<file path="src/design/pta_pkg.sv">
// shared constants, modes and carrier types of the picture transfer accelerator
package pta_pkg;
  // register byte offsets from the block base
  localparam logic [5:0] OFF_CONTROL_ZERO = 6'h00;
  localparam logic [5:0] OFF_SOURCE_ONE_BLEND_WEIGHT = 6'h04;
  localparam logic [5:0] OFF_SOURCE_ZERO_BLEND_WEIGHT = 6'h08;
  localparam logic [5:0] OFF_GLYPH_AREA_PALETTE = 6'h0C;
  localparam logic [5:0] OFF_NON_GLYPH_AREA_PALETTE = 6'h10;
  localparam logic [5:0] OFF_SOURCE_ONE_READ_STEP = 6'h14;
  localparam logic [5:0] OFF_CONTROL_TWO = 6'h18;
  localparam logic [5:0] OFF_DEST_X_WRITE_STEP = 6'h1C;
  localparam logic [5:0] OFF_DEST_Y_WRITE_STEP = 6'h20;
  localparam logic [5:0] OFF_SOURCE_PICTURE_SIZE = 6'h24;
  localparam logic [5:0] OFF_DEST_PICTURE_SIZE = 6'h28;
  localparam logic [5:0] OFF_SOURCE_ZERO_START_ADDR = 6'h2C;
  localparam logic [5:0] OFF_DEST_START_ADDR = 6'h30;
  localparam logic [5:0] OFF_CONTROL_ONE = 6'h34;
  localparam logic [5:0] OFF_SOURCE_ZERO_READ_STEP = 6'h38;
  localparam int NUM_REGS = 15;
  // word indexes of the registers the engine reads
  localparam int IDX_CONTROL_ZERO = int'(OFF_CONTROL_ZERO >> 2);
  localparam int IDX_S1_WEIGHT = int'(OFF_SOURCE_ONE_BLEND_WEIGHT >> 2);
  localparam int IDX_S0_WEIGHT = int'(OFF_SOURCE_ZERO_BLEND_WEIGHT >> 2);
  localparam int IDX_GLYPH_PAL = int'(OFF_GLYPH_AREA_PALETTE >> 2);
  localparam int IDX_NON_GLYPH_PAL = int'(OFF_NON_GLYPH_AREA_PALETTE >> 2);
  localparam int IDX_S1_STEP = int'(OFF_SOURCE_ONE_READ_STEP >> 2);
  localparam int IDX_CONTROL_TWO = int'(OFF_CONTROL_TWO >> 2);
  localparam int IDX_DX_STEP = int'(OFF_DEST_X_WRITE_STEP >> 2);
  localparam int IDX_DY_STEP = int'(OFF_DEST_Y_WRITE_STEP >> 2);
  localparam int IDX_SRC_SIZE = int'(OFF_SOURCE_PICTURE_SIZE >> 2);
  localparam int IDX_DST_SIZE = int'(OFF_DEST_PICTURE_SIZE >> 2);
  localparam int IDX_S0_ADDR = int'(OFF_SOURCE_ZERO_START_ADDR >> 2);
  localparam int IDX_DST_ADDR = int'(OFF_DEST_START_ADDR >> 2);
  localparam int IDX_CONTROL_ONE = int'(OFF_CONTROL_ONE >> 2);
  localparam int IDX_S0_STEP = int'(OFF_SOURCE_ZERO_READ_STEP >> 2);
  // reset values
  localparam logic [31:0] RST_CONTROL_ZERO = 32'h0000_0500;
  localparam logic [31:0] RST_OTHER = 32'h0000_0000;
  // field positions
  localparam int CZ_FMT16_BIT = 10;
  localparam int CZ_S1_HI_MSB = 7;
  localparam int CO_MODE_MSB = 4;
  localparam int CO_DONE_BIT = 30;
  localparam int CO_START_BIT = 31;
  localparam int W_R_LSB = 16;
  localparam int W_G_LSB = 8;
  localparam int W_B_LSB = 0;
  localparam int SZ_W_LSB = 0;
  localparam int SZ_H_LSB = 16;
  localparam int SZ_BITS = 11;
  localparam int STEP_RATIO_LSB = 16;
  localparam int STEP_PITCH_LSB = 0;
  localparam int FRAC_BITS = 8;
  localparam int CUBIC_SHIFT = 7;
  localparam int FIFO_DEPTH = 8;

  // operating modes of the mode field
  typedef enum logic [4:0] {
    PTA_NORMAL = 5'h00,
    PTA_SCALER = 5'h01,
    PTA_MONO = 5'h02,
    PTA_MONO_INV = 5'h03,
    PTA_BLEND = 5'h04,
    PTA_MONO_BLEND = 5'h05,
    PTA_MONO_INV_BLEND = 5'h06,
    PTA_FONT_BLEND = 5'h07,
    PTA_FONT_INV_BLEND = 5'h08
  } pta_mode_t;

  // datapath units that a mode switches on
  typedef struct packed {
    logic s0;
    logic scaler;
    logic blend;
    logic mono;
    logic invert;
    logic font;
  } pta_use_t;

  // one destination write waiting in the buffer
  typedef struct packed {
    logic [31:0] addr;
    logic [31:0] data;
    logic [3:0] be;
  } pta_wr_t;

  function automatic pta_use_t pta_decode(input logic [4:0] mode);
    pta_use_t u;
    u = '0;
    case (mode)
      PTA_SCALER: u.scaler = 1'b1;
      PTA_MONO: u.mono = 1'b1;
      PTA_MONO_INV: u = '{s0: 1'b0, scaler: 1'b0, blend: 1'b0, mono: 1'b1, invert: 1'b1, font: 1'b0};
      PTA_BLEND: u = '{s0: 1'b1, scaler: 1'b0, blend: 1'b1, mono: 1'b0, invert: 1'b0, font: 1'b0};
      PTA_MONO_BLEND: u = '{s0: 1'b1, scaler: 1'b0, blend: 1'b1, mono: 1'b1, invert: 1'b0, font: 1'b0};
      PTA_MONO_INV_BLEND: u = '{s0: 1'b1, scaler: 1'b0, blend: 1'b1, mono: 1'b1, invert: 1'b1,
                                font: 1'b0};
      PTA_FONT_BLEND: u = '{s0: 1'b1, scaler: 1'b0, blend: 1'b1, mono: 1'b1, invert: 1'b0, font: 1'b1};
      PTA_FONT_INV_BLEND: u = '{s0: 1'b1, scaler: 1'b0, blend: 1'b1, mono: 1'b1, invert: 1'b1,
                                font: 1'b1};
      default: u = '0;
    endcase
    return u;
  endfunction
endpackage

</file>
<file path="src/design/pta_fifo.sv">
// parameterised valid/ready fifo for pending destination writes
`timescale 1ns/1ps
module pta_fifo #(
  parameter int WIDTH = 8,
  parameter int DEPTH = 8
) (
  input wire logic i_clk,
  input wire logic i_sys_rst,
  input wire logic i_in_valid,
  output logic o_in_ready,
  input wire logic [WIDTH-1:0] i_in_data,
  output logic o_out_valid,
  input wire logic i_out_ready,
  output logic [WIDTH-1:0] o_out_data
);
  localparam int AW = $clog2(DEPTH);
  logic [WIDTH-1:0] mem_q [DEPTH];
  logic [AW:0] wr_q;
  logic [AW:0] rd_q;
  logic full;
  logic empty;

  // extra pointer bit tells full from empty
  assign empty = (wr_q == rd_q);
  assign full = (wr_q[AW] != rd_q[AW]) && (wr_q[AW-1:0] == rd_q[AW-1:0]);
  assign o_in_ready = !full;
  assign o_out_valid = !empty;
  assign o_out_data = mem_q[rd_q[AW-1:0]];

  // storage
  always_ff @(posedge i_clk) begin
    if (i_in_valid && !full) begin
      mem_q[wr_q[AW-1:0]] <= i_in_data;
    end
  end

  // pointers
  always_ff @(posedge i_clk) begin
    if (i_sys_rst) begin
      wr_q <= '0;
      rd_q <= '0;
    end else begin
      if (i_in_valid && !full) begin
        wr_q <= wr_q + 1'b1;
      end
      if (i_out_ready && !empty) begin
        rd_q <= rd_q + 1'b1;
      end
    end
  end
endmodule

</file>
<file path="src/design/pta_picture_accelerator.sv">
// register bank, pixel engine and memory port of the picture transfer accelerator
`timescale 1ns/1ps
// What this block does
// - scaler mode: horizontal cubic resampling of source one, source zero and blender idle
// - monochrome mode: colorize source one bits, copy or thin, no expander/blender
// - monochrome invert: same as monochrome with the two palette colors swapped
// - blend mode: blend two 16 or 24 bpp color sources, no expander
// - monochrome blend: colorize source one, blend with source zero color
// - monochrome invert blend: like monochrome blend with palette colors swapped
// - font blend: only source one ones are blended, rest copies source zero
// - font invert blend: only source one zeros are blended, glyphs keep source zero
// - non-scaler modes shrink by dropping pixels; address stepping always active
// - registers sit on a 32-bit cpu bus at byte offsets from a base
// - separate blend weight registers for source one and source zero
// - two source one palette registers: glyph color and non-glyph color
// - destination x/y write steps and per-source read steps come from registers
// - picture sizes and source zero/destination start addresses come from their own registers; source one base from control zero bits 7:0
// - a five-bit mode field selects the mode and sets the datapath
// - blender weights each 8-bit channel out of 256 and adds both
module pta_picture_accelerator (
  input wire logic i_clk,
  input wire logic i_sys_rst,
  input wire logic i_reg_wr,
  input wire logic i_reg_rd,
  input wire logic [5:0] i_reg_addr,
  input wire logic [31:0] i_reg_wdata,
  output logic [31:0] o_reg_rdata,
  output logic o_mem_req,
  output logic o_mem_we,
  output logic [31:0] o_mem_addr,
  output logic [31:0] o_mem_wdata,
  output logic [3:0] o_mem_be,
  input wire logic i_mem_gnt,
  input wire logic i_mem_rvalid,
  input wire logic [31:0] i_mem_rdata,
  output logic o_busy,
  output logic o_done
);
  import pta_pkg::*;

  typedef enum logic [2:0] {
    E_IDLE = 3'b000, E_RD1 = 3'b001, E_RD0 = 3'b011, E_CALC = 3'b010,
    E_PUSH = 3'b110, E_NEXT = 3'b111, E_DRAIN = 3'b101
  } pta_eng_t;
  typedef enum logic [1:0] {
    M_IDLE = 2'b00, M_RGNT = 2'b01, M_RDAT = 2'b11, M_WGNT = 2'b10
  } pta_mem_t;

  logic [31:0] regs_q [NUM_REGS];
  logic [3:0] widx;
  logic wsel;
  logic start;
  pta_eng_t eng_q;
  pta_mem_t mem_q;
  logic half_q;
  logic rd_done;
  logic rd_want;
  logic [31:0] rd_addr_c;
  logic rd_half_c;
  pta_use_t use_c;
  logic fmt16;
  logic [10:0] src_w;
  logic [10:0] dst_w;
  logic [10:0] dst_h;
  logic [10:0] dx_q;
  logic [10:0] dy_q;
  logic [18:0] sx_q;
  logic [18:0] sy_q;
  logic [1:0] tap_q;
  logic signed [19:0] acc_q [3];
  logic [23:0] s1_pix_q;
  logic [23:0] s0_pix_q;
  logic s1_bit_q;
  logic [23:0] out_q;
  logic [31:0] drow_q;
  logic [31:0] dpix_q;
  logic [23:0] rd_pix;
  pta_wr_t fifo_in;
  pta_wr_t fifo_out;
  logic fifo_in_ready;
  logic fifo_out_valid;
  logic fifo_pop;

  // unpack a 565 or 888 pixel out of a bus word
  function automatic logic [23:0] pta_unpack(input logic [31:0] w, input logic hi,
                                              input logic f16);
    logic [15:0] h;
    h = hi ? w[31:16] : w[15:0];
    if (f16) begin
      return {h[15:11], h[15:13], h[10:5], h[10:9], h[4:0], h[4:2]};
    end
    return w[23:0];
  endfunction

  // one blender channel: weights out of 256, sum may wrap above 0xFF
  function automatic logic [7:0] pta_mix(input logic [7:0] c0, input logic [7:0] c1,
                                         input logic [7:0] w0, input logic [7:0] w1);
    logic [16:0] s;
    s = 17'(c0 * w0) + 17'(c1 * w1);
    return s[15:8];
  endfunction

  // catmull-rom tap weight in 1/128 steps for quarter-pixel phases
  function automatic logic signed [8:0] pta_tap(input logic [1:0] ph, input logic [1:0] t);
    logic signed [8:0] w;
    w = 9'sd0;
    case ({ph, t})
      4'h1: w = 9'sd128;
      4'h4: w = -9'sd9;
      4'h5: w = 9'sd111;
      4'h6: w = 9'sd29;
      4'h7: w = -9'sd3;
      4'h8: w = -9'sd8;
      4'h9: w = 9'sd72;
      4'hA: w = 9'sd72;
      4'hB: w = -9'sd8;
      4'hC: w = -9'sd3;
      4'hD: w = 9'sd29;
      4'hE: w = 9'sd111;
      4'hF: w = -9'sd9;
      default: w = 9'sd0;
    endcase
    return w;
  endfunction

  // clamp an interpolated sum back to one 8-bit channel
  function automatic logic [7:0] pta_clamp(input logic signed [19:0] a);
    logic signed [19:0] v;
    v = a >>> CUBIC_SHIFT;
    if (v < 0) begin
      return 8'h00;
    end
    if (v > 20'sd255) begin
      return 8'hFF;
    end
    return v[7:0];
  endfunction

  assign widx = i_reg_addr[5:2];
  assign wsel = (i_reg_addr[1:0] == 2'b00) && (int'(widx) < NUM_REGS);
  assign start = i_reg_wr && wsel && (int'(widx) == IDX_CONTROL_ONE) &&
                 i_reg_wdata[CO_START_BIT] && (eng_q == E_IDLE);

  // register bank, one word per register
  always_ff @(posedge i_clk) begin
    for (int i = 0; i < NUM_REGS; i++) begin
      if (i_sys_rst) begin
        regs_q[i] <= (i == IDX_CONTROL_ZERO) ? RST_CONTROL_ZERO : RST_OTHER;
      end else if (i_reg_wr && wsel && int'(widx) == i) begin
        regs_q[i] <= (i == IDX_CONTROL_ONE) ? {2'b00, i_reg_wdata[29:0]} : i_reg_wdata;
      end
    end
  end

  // read data, status overlaid on control one, unmapped reads zero
  always_ff @(posedge i_clk) begin
    if (i_sys_rst) begin
      o_reg_rdata <= '0;
    end else if (i_reg_rd) begin
      if (!wsel) begin
        o_reg_rdata <= '0;
      end else if (int'(widx) == IDX_CONTROL_ONE) begin
        o_reg_rdata <= {o_busy, o_done, regs_q[IDX_CONTROL_ONE][29:0]};
      end else begin
        o_reg_rdata <= regs_q[widx];
      end
    end
  end

  // sticky done, engine completion wins over a clear in the same cycle
  always_ff @(posedge i_clk) begin
    if (i_sys_rst) begin
      o_done <= 1'b0;
    end else if (eng_q == E_DRAIN && !fifo_out_valid && mem_q == M_IDLE) begin
      o_done <= 1'b1;
    end else if (i_reg_wr && wsel && int'(widx) == IDX_CONTROL_ONE &&
                 i_reg_wdata[CO_DONE_BIT]) begin
      o_done <= 1'b0;
    end
  end

  // mode field picks the datapath units
  assign use_c = pta_decode(regs_q[IDX_CONTROL_ONE][CO_MODE_MSB:0]);
  assign fmt16 = regs_q[IDX_CONTROL_ZERO][CZ_FMT16_BIT];
  assign src_w = regs_q[IDX_SRC_SIZE][SZ_W_LSB +: SZ_BITS];
  assign dst_w = regs_q[IDX_DST_SIZE][SZ_W_LSB +: SZ_BITS];
  assign dst_h = regs_q[IDX_DST_SIZE][SZ_H_LSB +: SZ_BITS];

  // read address of the current source fetch
  always_comb begin
    logic signed [12:0] tx;
    logic [10:0] cx;
    logic [31:0] base;
    logic [31:0] pitch;
    logic [31:0] offs;
    tx = $signed({2'b00, sx_q[18:8]}) + $signed({11'b0, tap_q}) - 13'sd1;
    cx = sx_q[18:8];
    base = {regs_q[IDX_CONTROL_ZERO][CZ_S1_HI_MSB:0], 24'h00_0000};
    pitch = 32'(regs_q[IDX_S1_STEP][STEP_PITCH_LSB +: 16]);
    offs = '0;
    // four neighbouring taps, clamped to the picture edge
    if (use_c.scaler) begin
      if (tx < 0) begin
        cx = '0;
      end else if (tx >= $signed({2'b00, src_w})) begin
        cx = src_w - 11'd1;
      end else begin
        cx = tx[10:0];
      end
    end
    // row pitch from the per-source read step
    if (eng_q == E_RD0) begin
      base = regs_q[IDX_S0_ADDR];
      pitch = 32'(regs_q[IDX_S0_STEP][STEP_PITCH_LSB +: 16]);
    end
    if (use_c.mono && eng_q != E_RD0) begin
      offs = {24'h00_0000, cx[10:5], 2'b00};
    end else begin
      offs = fmt16 ? {20'h0_0000, cx, 1'b0} : {19'h0_0000, cx, 2'b00};
    end
    rd_addr_c = base + 32'(sy_q[18:8]) * pitch + offs;
    rd_half_c = rd_addr_c[1];
  end

  assign rd_want = (eng_q == E_RD1) || (eng_q == E_RD0);
  assign rd_done = (mem_q == M_RDAT) && i_mem_rvalid;
  assign rd_pix = pta_unpack(i_mem_rdata, half_q, fmt16);
  assign fifo_pop = (mem_q == M_WGNT) && i_mem_gnt;

  // memory port: engine reads first, buffered writes when engine waits
  always_ff @(posedge i_clk) begin
    if (i_sys_rst) begin
      mem_q <= M_IDLE;
      o_mem_req <= 1'b0;
      o_mem_we <= 1'b0;
      o_mem_addr <= '0;
      o_mem_wdata <= '0;
      o_mem_be <= '0;
      half_q <= 1'b0;
    end else begin
      unique case (mem_q)
        M_IDLE: begin
          if (rd_want) begin
            o_mem_req <= 1'b1;
            o_mem_we <= 1'b0;
            o_mem_addr <= {rd_addr_c[31:2], 2'b00};
            o_mem_be <= 4'hF;
            half_q <= rd_half_c;
            mem_q <= M_RGNT;
          end else if (fifo_out_valid) begin
            o_mem_req <= 1'b1;
            o_mem_we <= 1'b1;
            o_mem_addr <= fifo_out.addr;
            o_mem_wdata <= fifo_out.data;
            o_mem_be <= fifo_out.be;
            mem_q <= M_WGNT;
          end
        end
        M_RGNT: begin
          if (i_mem_gnt) begin
            o_mem_req <= 1'b0;
            mem_q <= M_RDAT;
          end
        end
        M_RDAT: begin
          if (i_mem_rvalid) begin
            mem_q <= M_IDLE;
          end
        end
        M_WGNT: begin
          if (i_mem_gnt) begin
            o_mem_req <= 1'b0;
            o_mem_we <= 1'b0;
            mem_q <= M_IDLE;
          end
        end
      endcase
    end
  end

  // pixel engine sequencing and fetch capture
  always_ff @(posedge i_clk) begin
    if (i_sys_rst) begin
      eng_q <= E_IDLE;
      tap_q <= '0;
      s1_pix_q <= '0;
      s0_pix_q <= '0;
      s1_bit_q <= 1'b0;
      for (int c = 0; c < 3; c++) begin
        acc_q[c] <= '0;
      end
    end else begin
      unique case (eng_q)
        E_IDLE: begin
          tap_q <= '0;
          for (int c = 0; c < 3; c++) begin
            acc_q[c] <= '0;
          end
          if (start) begin
            eng_q <= E_RD1;
          end
        end
        E_RD1: begin
          if (rd_done) begin
            s1_pix_q <= rd_pix;
            s1_bit_q <= i_mem_rdata[sx_q[12:8]];
            // weighted tap sum for the horizontal cubic expander
            for (int c = 0; c < 3; c++) begin
              acc_q[c] <= acc_q[c] + 20'(pta_tap(sx_q[7:6], tap_q) *
                                         $signed({1'b0, rd_pix[8*c +: 8]}));
            end
            if (use_c.scaler && tap_q != 2'd3) begin
              tap_q <= tap_q + 2'd1;
            end else begin
              // source zero fetched only when the mode needs it
              eng_q <= use_c.s0 ? E_RD0 : E_CALC;
            end
          end
        end
        E_RD0: begin
          if (rd_done) begin
            s0_pix_q <= rd_pix;
            eng_q <= E_CALC;
          end
        end
        E_CALC: eng_q <= E_PUSH;
        E_PUSH: begin
          if (fifo_in_ready) begin
            eng_q <= E_NEXT;
          end
        end
        E_NEXT: begin
          tap_q <= '0;
          for (int c = 0; c < 3; c++) begin
            acc_q[c] <= '0;
          end
          eng_q <= (dx_q == dst_w - 11'd1 && dy_q == dst_h - 11'd1) ? E_DRAIN : E_RD1;
        end
        E_DRAIN: begin
          if (!fifo_out_valid && mem_q == M_IDLE) begin
            eng_q <= E_IDLE;
          end
        end
        default: eng_q <= E_IDLE;
      endcase
    end
  end

  // output pixel: colorize, interpolate or blend as the mode says
  always_ff @(posedge i_clk) begin
    logic [23:0] c1;
    logic [23:0] pal_g;
    logic [23:0] pal_n;
    logic [31:0] w0;
    logic [31:0] w1;
    logic sel;
    pal_g = regs_q[IDX_GLYPH_PAL][23:0];
    pal_n = regs_q[IDX_NON_GLYPH_PAL][23:0];
    w0 = regs_q[IDX_S0_WEIGHT];
    w1 = regs_q[IDX_S1_WEIGHT];
    c1 = s1_pix_q;
    // palette choice per source one bit
    // invert swaps the two palette colors except in font invert blend
    if (use_c.mono) begin
      c1 = (s1_bit_q ^ (use_c.invert && !use_c.font)) ? pal_g : pal_n;
    end else if (use_c.scaler) begin
      c1 = {pta_clamp(acc_q[2]), pta_clamp(acc_q[1]), pta_clamp(acc_q[0])};
    end
    // zeros blended in font invert blend
    sel = use_c.font ? (s1_bit_q ^ use_c.invert) : 1'b1;
    if (i_sys_rst) begin
      out_q <= '0;
    end else if (eng_q == E_CALC) begin
      // two color sources meet in the blender
      // colorized source one against source zero
      if (use_c.blend && sel) begin
        out_q <= {pta_mix(s0_pix_q[23:16], c1[23:16], w0[W_R_LSB +: 8], w1[W_R_LSB +: 8]),
                  pta_mix(s0_pix_q[15:8], c1[15:8], w0[W_G_LSB +: 8], w1[W_G_LSB +: 8]),
                  pta_mix(s0_pix_q[7:0], c1[7:0], w0[W_B_LSB +: 8], w1[W_B_LSB +: 8])};
      end else if (use_c.blend) begin
        out_q <= s0_pix_q;
      end else begin
        out_q <= c1;
      end
    end
  end

  // pixel dropping through fixed-point source stepping
  // destination walk with signed x/y write steps
  always_ff @(posedge i_clk) begin
    if (i_sys_rst) begin
      dx_q <= '0;
      dy_q <= '0;
      sx_q <= '0;
      sy_q <= '0;
      drow_q <= '0;
      dpix_q <= '0;
    end else if (start) begin
      dx_q <= '0;
      dy_q <= '0;
      sx_q <= '0;
      sy_q <= '0;
      drow_q <= regs_q[IDX_DST_ADDR];
      dpix_q <= regs_q[IDX_DST_ADDR];
    end else if (eng_q == E_NEXT) begin
      if (dx_q == dst_w - 11'd1) begin
        dx_q <= '0;
        dy_q <= dy_q + 11'd1;
        sx_q <= '0;
        sy_q <= sy_q + 19'(regs_q[IDX_CONTROL_TWO][15:0]);
        drow_q <= drow_q + regs_q[IDX_DY_STEP];
        dpix_q <= drow_q + regs_q[IDX_DY_STEP];
      end else begin
        dx_q <= dx_q + 11'd1;
        sx_q <= sx_q + 19'(regs_q[IDX_S1_STEP][STEP_RATIO_LSB +: 16]);
        dpix_q <= dpix_q + regs_q[IDX_DX_STEP];
      end
    end
  end

  // pack the output pixel into a bus write
  always_comb begin
    logic [15:0] p565;
    p565 = {out_q[23:19], out_q[15:10], out_q[7:3]};
    fifo_in.addr = {dpix_q[31:2], 2'b00};
    if (fmt16) begin
      fifo_in.data = {p565, p565};
      fifo_in.be = dpix_q[1] ? 4'hC : 4'h3;
    end else begin
      fifo_in.data = {8'h00, out_q};
      fifo_in.be = 4'hF;
    end
  end

  // busy from start until the last write has left
  always_ff @(posedge i_clk) begin
    if (i_sys_rst) begin
      o_busy <= 1'b0;
    end else if (start) begin
      o_busy <= 1'b1;
    end else if (eng_q == E_DRAIN && !fifo_out_valid && mem_q == M_IDLE) begin
      o_busy <= 1'b0;
    end
  end

  pta_fifo #(
    .WIDTH($bits(pta_wr_t)),
    .DEPTH(FIFO_DEPTH)
  ) u_wr_fifo (
    .i_clk(i_clk),
    .i_sys_rst(i_sys_rst),
    .i_in_valid(eng_q == E_PUSH),
    .o_in_ready(fifo_in_ready),
    .i_in_data(fifo_in),
    .o_out_valid(fifo_out_valid),
    .i_out_ready(fifo_pop),
    .o_out_data(fifo_out)
  );
endmodule

</file>
<file path="config.mk">
export PLATFORM = sky130hd
export DESIGN_NAME = pta_picture_accelerator
export DESIGN_NICKNAME = d
export VERILOG_FILES = /design/src/design/pta_pkg.sv /design/src/design/pta_fifo.sv /design/src/design/pta_picture_accelerator.sv
export SDC_FILE = /design/constraint.sdc
export NUM_CORES = 2
export LEC_CHECK = 0
export ABC_CLOCK_PERIOD_IN_PS = 12500
export BUFFER_PORTS_ARGS = -buffer_cell sky130_fd_sc_hd__clkbuf_2
export CORE_MARGIN = 2
export CORE_UTILIZATION = 51
export DETAILED_ROUTE_END_ITERATION = 7
export PLACE_DENSITY = 0.63
export SLEW_MARGIN = 20
export SYNTH_ARGS = -nofsm -noshare
export SYNTH_HDL_FRONTEND = slang
export SYNTH_SLANG_ARGS = --single-unit
</file>
<file path="constraint.sdc">
create_clock -name i_clk -period 12.5 [get_ports i_clk]
set_clock_uncertainty 0.2 [all_clocks]
set_input_delay 1.25 -clock i_clk [delete_from_list [all_inputs] [get_ports i_clk]]
set_output_delay 1.25 -clock i_clk [all_outputs]
set_load 0.02 [all_outputs]
</file>
* Word level (Yosys, flattened, before mapping)
Memory sizes are Yosys's and may differ from the RTL's. A register that Yosys moved wholly into a read port is not among the register bits. Index checks and enable logic that the tools add are counted.
Cells by class: muxes and demuxes 194, add/sub/neg operators 22, bitwise gates (word level) 28, multiply operators 10, reductions and logical operators 66, eq/ne operators 51, magnitude comparators 10
Operator list (number):
- 2-to-1 mux 32 bit | 26
- 2-to-1 mux 20 bit | 9
- 2-to-1 mux 24 bit | 7
- adder 32 bit | 4
- multiplier 8 x 8 -> 16 bit | 6
- 2-to-1 mux 8 bit | 12
- 2-to-1 mux 1 bit | 95
- 2-to-1 mux 9 bit | 9
- adder 20 x 18 -> 20 bit | 3
- multiplier 9 x 9 -> 18 bit | 3
- less-than comparator 13 x 1 -> 1 bit, second input constant | 4
- adder 16 bit | 3
- 2-to-1 mux 11 bit | 4
- > comparator 13 x 9 -> 1 bit, second input constant | 3
- adder 19 x 16 -> 19 bit | 2
- 2-to-1 mux 36 bit | 1
- logical AND 1 bit | 33
- subtractor 11 x 1 -> 11 bit, second input constant | 3
- equality test 4 bit, second input constant | 8
- multiplier 11 x 32 -> 32 bit | 1
- 2-to-1 mux 16 bit | 2
- 2-to-1 mux 3 bit | 9
- 2-to-1 mux 13 bit | 2
- OR 1 bit | 24
- 51 further kinds | 108
Storage, ports and cells: RAM bits 1068, memory bits (read-only) 432, output and inout bits 104, register bits after elaboration 317, memories kept 6, input bits 76
Memories:
- u_wr_fifo.mem_q | depth 8, width 66, rd ports 1, clocked after Yosys merged registers in 1, wr ports 1, RTL line pta_fifo.sv:17 | logic [WIDTH-1:0] mem_q [DEPTH];
- regs_q | depth 15, width 32, rd ports 16, clocked after Yosys merged registers in 0, wr ports 15, RTL line pta_picture_accelerator.sv:49 | logic [31:0] regs_q [NUM_REGS];
- (no name shown) | depth 16, width 9, rd ports 1, clocked after Yosys merged registers in 0, wr ports 0, RTL line pta_picture_accelerator.sv:107 | case ({ph, t})
- (no name shown) | depth 16, width 9, rd ports 1, clocked after Yosys merged registers in 0, wr ports 0, RTL line pta_picture_accelerator.sv:107
- (no name shown) | depth 16, width 9, rd ports 1, clocked after Yosys merged registers in 0, wr ports 0, RTL line pta_picture_accelerator.sv:107
- acc_q | depth 3, width 20, rd ports 3, clocked after Yosys merged registers in 0, wr ports 3, RTL line pta_picture_accelerator.sv:70 | logic signed [19:0] acc_q [3];

* Depth between registers and ports, before layout
An unclocked memory read counts as a cell.
depth after elaboration 15, gate-level depth with buffers 39, gate-level depth less buffers 37

* Cells and area by module
A second synthesis with hierarchy kept.
Unflattened totals: cells, all modules 8357, area total of the unflattened synthesis 94245.4 um2
By module, submodules not included:
- pta_picture_accelerator | area each 73118.9 um2, sequential area each 22341.4 um2, times used 1, cells each 7486
- pta_fifo | area each 21126.5 um2, sequential area each 16555.9 um2, times used 1, cells each 871

* Worst setup path after synthesis
OpenSTA, ideal clock, no wires.
path kind reg-to-reg, from register sx_q[9], to register o_mem_addr[30], path slack 3.797 ns, setup time 0.074 ns, arrival 8.429 ns, cell stages (with the launch flop) 38, period minus slack after synthesis 8.703 ns, cell sequence dfxtp_1 > buf_1 > inv_1 > ha_1 > inv_1 > ha_1 > a211oi_1 > o21ai_0 > a21o_1 > a31o_2 > a21oi_1 > xnor2_1 > inv_1 > ha_1 > o311ai_0 > o21ai_0 > or4_1 > buf_2 > [2 not listed] > mux2i_1 > a21oi_1 > fa_1 > fa_1 > inv_1 > fa_1 > fa_1 > inv_1 > ha_1 > nor2b_1 > o31a_1 > o221a_2 > o211ai_1 > nand2_1 > o21ai_1 > o31ai_1 > or4_1 > a31oi_1
Between the ends: cells in the longest elaborated chain, start to end 10, elaborated cells between the ends (all ways) 11
RTL lines:
- start: declaration | RTL line pta_picture_accelerator.sv:67 | logic [18:0] sx_q;
- start signal: assignment | RTL line pta_picture_accelerator.sv:415 | sx_q <= sx_q + 19'(regs_q[IDX_S1_STEP][STEP_RATIO_LSB +: 16]);
- adder 11 x 2 -> 12 bit | RTL line pta_picture_accelerator.sv:196 | tx = $signed({2'b00, sx_q[18:8]}) + $signed({11'b0, tap_q}) - 13'sd1;
- subtractor 12 x 1 -> 13 bit | RTL line pta_picture_accelerator.sv:196
- >= comparator 13 x 12 -> 1 bit | RTL line pta_picture_accelerator.sv:205 | end else if (tx >= $signed({2'b00, src_w})) begin
- 2-to-1 mux 11 bit | RTL line pta_picture_accelerator.sv:205
- 2-to-1 mux 11 bit | RTL line pta_picture_accelerator.sv:203 | if (tx < 0) begin
- 2-to-1 mux 11 bit (*) | RTL line pta_picture_accelerator.sv:202 | if (use_c.scaler) begin
- 2-to-1 mux 13 bit | RTL line pta_picture_accelerator.sv:219 | offs = fmt16 ? {20'h0_0000, cx, 1'b0} : {19'h0_0000, cx, 2'b00};
- 2-to-1 mux 13 bit (*) | RTL line pta_picture_accelerator.sv:216 | if (use_c.mono && eng_q != E_RD0) begin
- adder 32 bit (*) | RTL line pta_picture_accelerator.sv:221 | rd_addr_c = base + 32'(sy_q[18:8]) * pitch + offs;
- 2-to-1 mux 32 bit (*) | RTL line pta_picture_accelerator.sv:243 | if (rd_want) begin
- end signal: assignment | RTL line pta_picture_accelerator.sv:246 | o_mem_addr <= {rd_addr_c[31:2], 2'b00};
- end signal: assignment | RTL line pta_picture_accelerator.sv:253 | o_mem_addr <= fifo_out.addr;
- end: declaration | RTL line pta_picture_accelerator.sv:30 | output logic [31:0] o_mem_addr,
Every way passes the cells marked *; elsewhere a longest branch is shown, timed or not. A chain may end at the register's enable or synchronous reset.

* Worst setup path after layout
from register sx_q[9], to register o_mem_addr[29]
Same word-level chain as after synthesis.

==> metrics.md <==
| Metric | Value |
|---|---|
| CP Capture Type | `flop` |
| Leakage power | `0.04120 uW` |
| Hold Path Class | `flop to flop` |
| EDFF count, synth | `1,050` |
| Share of cells above drive strength 1 | `0.1055` |
| Area of the die | `186,300 sq um` |
| IO Count | `180` |
| Clock power share | `0.432` |
| Initial DRC count | `6,873` |
| Post-synth ARST share | `0` |
| Postcts setup bufs | `0` |
| Top_reg_cell synth | `edfxtp_1` |
| Final nets | `about 9,700` |
| Hold Slack | `0.2524 ns` |
| Critical path's largest stage delay | `0.94 ns` |
| Total power | `11,050 uW` |
| # port buffers | `177` |
| Yosys reg bits | `1,366` |
| Vias in the first global route | `66,610` |
| Syn avg cell area | `11.11 sq um` |
| Via count | `between 60,000 and 70,000` |
| Final Non-Filler Cells | `10,910` |
| Final worst slack | `~1.9 ns` |
| Core area | `181,300 sq um` |
| Hold_buf cts | `0` |
| Fin crit period | `10.59 ns` |
| Max-cap viol count | `0` |
| Sink count of the clock tree | `1,366` |
| Worst-Margin Slew | `around 1.2 ns` |
| DIE WIDTH | `431.6 um` |
| P per Cell Area | `108.3 nW/um^2` |
| Clk buf depth | `3` |
| Maximum clock frequency | `around 94 MHz` |
| Clk slew on worst S/H paths | `0.06 ns` |
| Crit path kind | `flop to flop` |
| Sw Share | `0.2641` |
| TNS Setup | `0 ns` |
| Slowest-stage cell, CP | `dfxtp_1` |
| Gr ovfl total | `0` |
| Outcome | `finished, final reports clean` |
| Seq/Total Area, Yosys | `0.4059` |
| TritonCTS Buffers | `154` |
| Part of the power in registers | `0.462` |
| Largest net degree at the start of global routing | `83` |
| DRC Markers | `0` |
| Layout area overhead | `9.361%` |
| HPWL after DPL | `between 200,000 and 250,000 um` |
| Combinational share of power | `0.106` |
| RSZ-0062 raised after global routing | `false` |
| Drt first pass iters | `8` |
| Critical-path maximum fanout | `13` |
| Pre-CTS setup slack | `2.150 ns` |
| Global-route wire length before repair | `roughly 430,000 um` |
| Starting Density | `0.5144` |
| # rows | `156` |
| WL per Instance | `26.68 um` |
| Die Span Y | `about 430 um` |
| Required time of the critical path | `12.99 ns` |
| Total GRT Usage | `0.3139` |
| Crit path arrival time | `11.09 ns` |
| Routed Wire Length | `291,000 um` |
| Relative slew slack | `0.2197` |
| Max-slew violations | `0` |
| Post-Syn Area | `93,270 sq um` |
| Number of H-tree levels | `4` |
| ANT nets after route | `0` |
| Worst-Skew Late Latency | `0.85 ns` |
| Placed Instances | `roughly 11,000` |
| Cell count after synthesis | `8,396` |
| Pint | `8133 uW` |
| Post-CTS sizing | `0` |
| Final-report setup violation count | `0` |
| Antenna violations before repair | `20` |
| CTS root buf | `clkbuf_16` |
| CTS tree | `yes` |
| Yosys Warn Count | `0` |
| VDD IR-drop max | `131.8 uV` |
| DR vias/cell | `6.048` |
| Crit path launch type | `flop` |
| Switching pwr | `2918 uW` |
| Hold Violations, Final | `0` |
| Synth cell types | `approximately 100` |
| Critical Path Most Common Cell | `inv_1` |
| Final Cycle Share | `0.8474` |
| Final Wtd Congestion | `0.9680` |
-- per-stage QoR --
| step | area [sq um] | util |
|---|---|---|
| 2_1_floorplan | 93270 | - |
| 3_3_place_gp | 96620 | 0.5329 |
| 3_5_place_dp | 96640 | 0.5330 |
| 4_1_cts | 102000 | 0.5624 |
| 5_1_grt | 102000 | 0.5624 |
| 6_report | 102000 | 0.5625 |
-- cell families (layout without fill, tap and decap cells) --
| kind of cell | count (synthesis) | after routing | share of synthesized area |
|---|---|---|---|
| and+or+nand+nor | 2626 | 2626 | 0.1396 |
| DFF | 1366 | 1366 | 0.4059 |
| buffers and inverters | 1375 | 1509 | 0.05660 |
| other | 1 | 7 | 0.00004021 |
| adders and majority gates | 1210 | 1210 | 0.2178 |
| xor gates and xnor gates | 236 | 236 | 0.02216 |
| muxes | 416 | 416 | 0.07628 |
| AOI/OAI and AO/OA | 1166 | 1166 | 0.08165 |
-- final timing paths --
path | from | end | slack [ns] | depth (start not counted)
max reg2reg | sx_q[9] | o_mem_addr[29] | 1.91 | 35
max | sx_q[9] | o_mem_addr[29] | 1.91 | 35
min | s1_pix_q[16] | s1_pix_q[16] | 0.25 | 2
min reg2reg | s1_pix_q[16] | s1_pix_q[16] | 0.25 | 2
-- worst max-delay path, delay by kind of cell (launching register included) --
kind,cells,cell delay [ns]
xor+xnor,2,0.33
compound gates,16,4.10
flops,1,0.94
fa+ha+maj,8,3.07
buf+inv,5,0.37
simple gates,3,1.23
mux,1,0.17
-- cells in the mapped netlist (all sizes together), types with 12 or more instances --
cell type | n | area share
nand4 | 34 | 0.0023
mux4 | 234 | 0.057
nor2b | 35 | 0.0023
o221ai | 32 | 0.0030
o31a | 12 | 0.0011
mux2i | 167 | 0.018
clkbuf | 357 | 0.014
nor3b | 13 | 0.0010
or4 | 12 | 0.00097
o211ai | 33 | 0.0029
nand3 | 89 | 0.0048
and2 | 746 | 0.050
xor2 | 98 | 0.0092
edfxtp | 1050 | 0.34
inv | 914 | 0.037
mux2 | 15 | 0.0018
nand2b | 80 | 0.0054
nand2 | 776 | 0.031
fa | 689 | 0.15
or2 | 26 | 0.0018
xnor2 | 138 | 0.013
nor3 | 122 | 0.0065
ha | 521 | 0.070
and3 | 61 | 0.0041
a221oi | 32 | 0.0031
nor4 | 19 | 0.0013
a21o | 73 | 0.0059
buf | 103 | 0.0054
o21a | 31 | 0.0025
or3 | 41 | 0.0028
o22ai | 40 | 0.0027
dfxtp | 316 | 0.068
o21ai | 213 | 0.011
a31oi | 37 | 0.0028
a21oi | 366 | 0.020
o31ai | 27 | 0.0023
a22oi | 56 | 0.0046
nor2 | 541 | 0.022
a211oi | 93 | 0.0075
o21bai | 14 | 0.0011
-- power groups by stage --
stage | registers [uW] | clock network, uW | logic (uW)
after global routing | 5110 | 5020 | 1280
after floorplan | 5120 | 0 | 761
after detailed placement | 5190 | 0 | 1160
after CTS | 5100 | 4840 | 1170
after global placement | 5190 | 0 | 1150
final | 5100 | 4770 | 1170
-- flip-flops by register name (all words and copies together) (netlist names), 4 cells and up, named ones only --
| signal | cells |
|---|---|
| s0_pix_q | 24 |
| out_q | 24 |
| dy_q | 11 |
| s1_pix_q | 24 |
| o_reg_rdata | 32 |
| o_mem_addr | 30 |
| dx_q | 11 |
| u_wr_fifo.mem_q | 512 |
| regs_q | 478 |
| drow_q | 32 |
| acc_q | 60 |
| sx_q | 19 |
| o_mem_wdata | 32 |
| u_wr_fifo.rd_q | 4 |
| sy_q | 19 |
| dpix_q | 32 |
| u_wr_fifo.wr_q | 4 |
-- cell type report --
class	count	area, sq um
repair buffers	305	1882
inverters	915	3435
multi-input cells	5656	50500
clock buffers	191	4053
flip-flops and latches	1366	37870
well taps	2370	2965
fillers	15300	79330
diodes	5	12.51
clock inverters	98	1281
-- routing by layer --
metal / track usage / wire length, um / vias to the layer above
met5: 0 / 151 / -
met4: 0.1367 / 13710 / 6
met3: 0.06437 / 26210 / 523
met2: 0.4827 / 130400 / 2927
met1: 0.4327 / 120400 / 33600
li1: - / - / 28910
-- cell usage in the layout, fill, tap and decap left out, drive strengths merged, types with 316 or more instances in the layout --
cell	n
fa	689
a21oi	366
clkbuf	365
dfxtp	316
nor2	541
ha	521
edfxtp	1050
nand2	776
and2	746
inv	921
(Power assumes the default switching activity.)
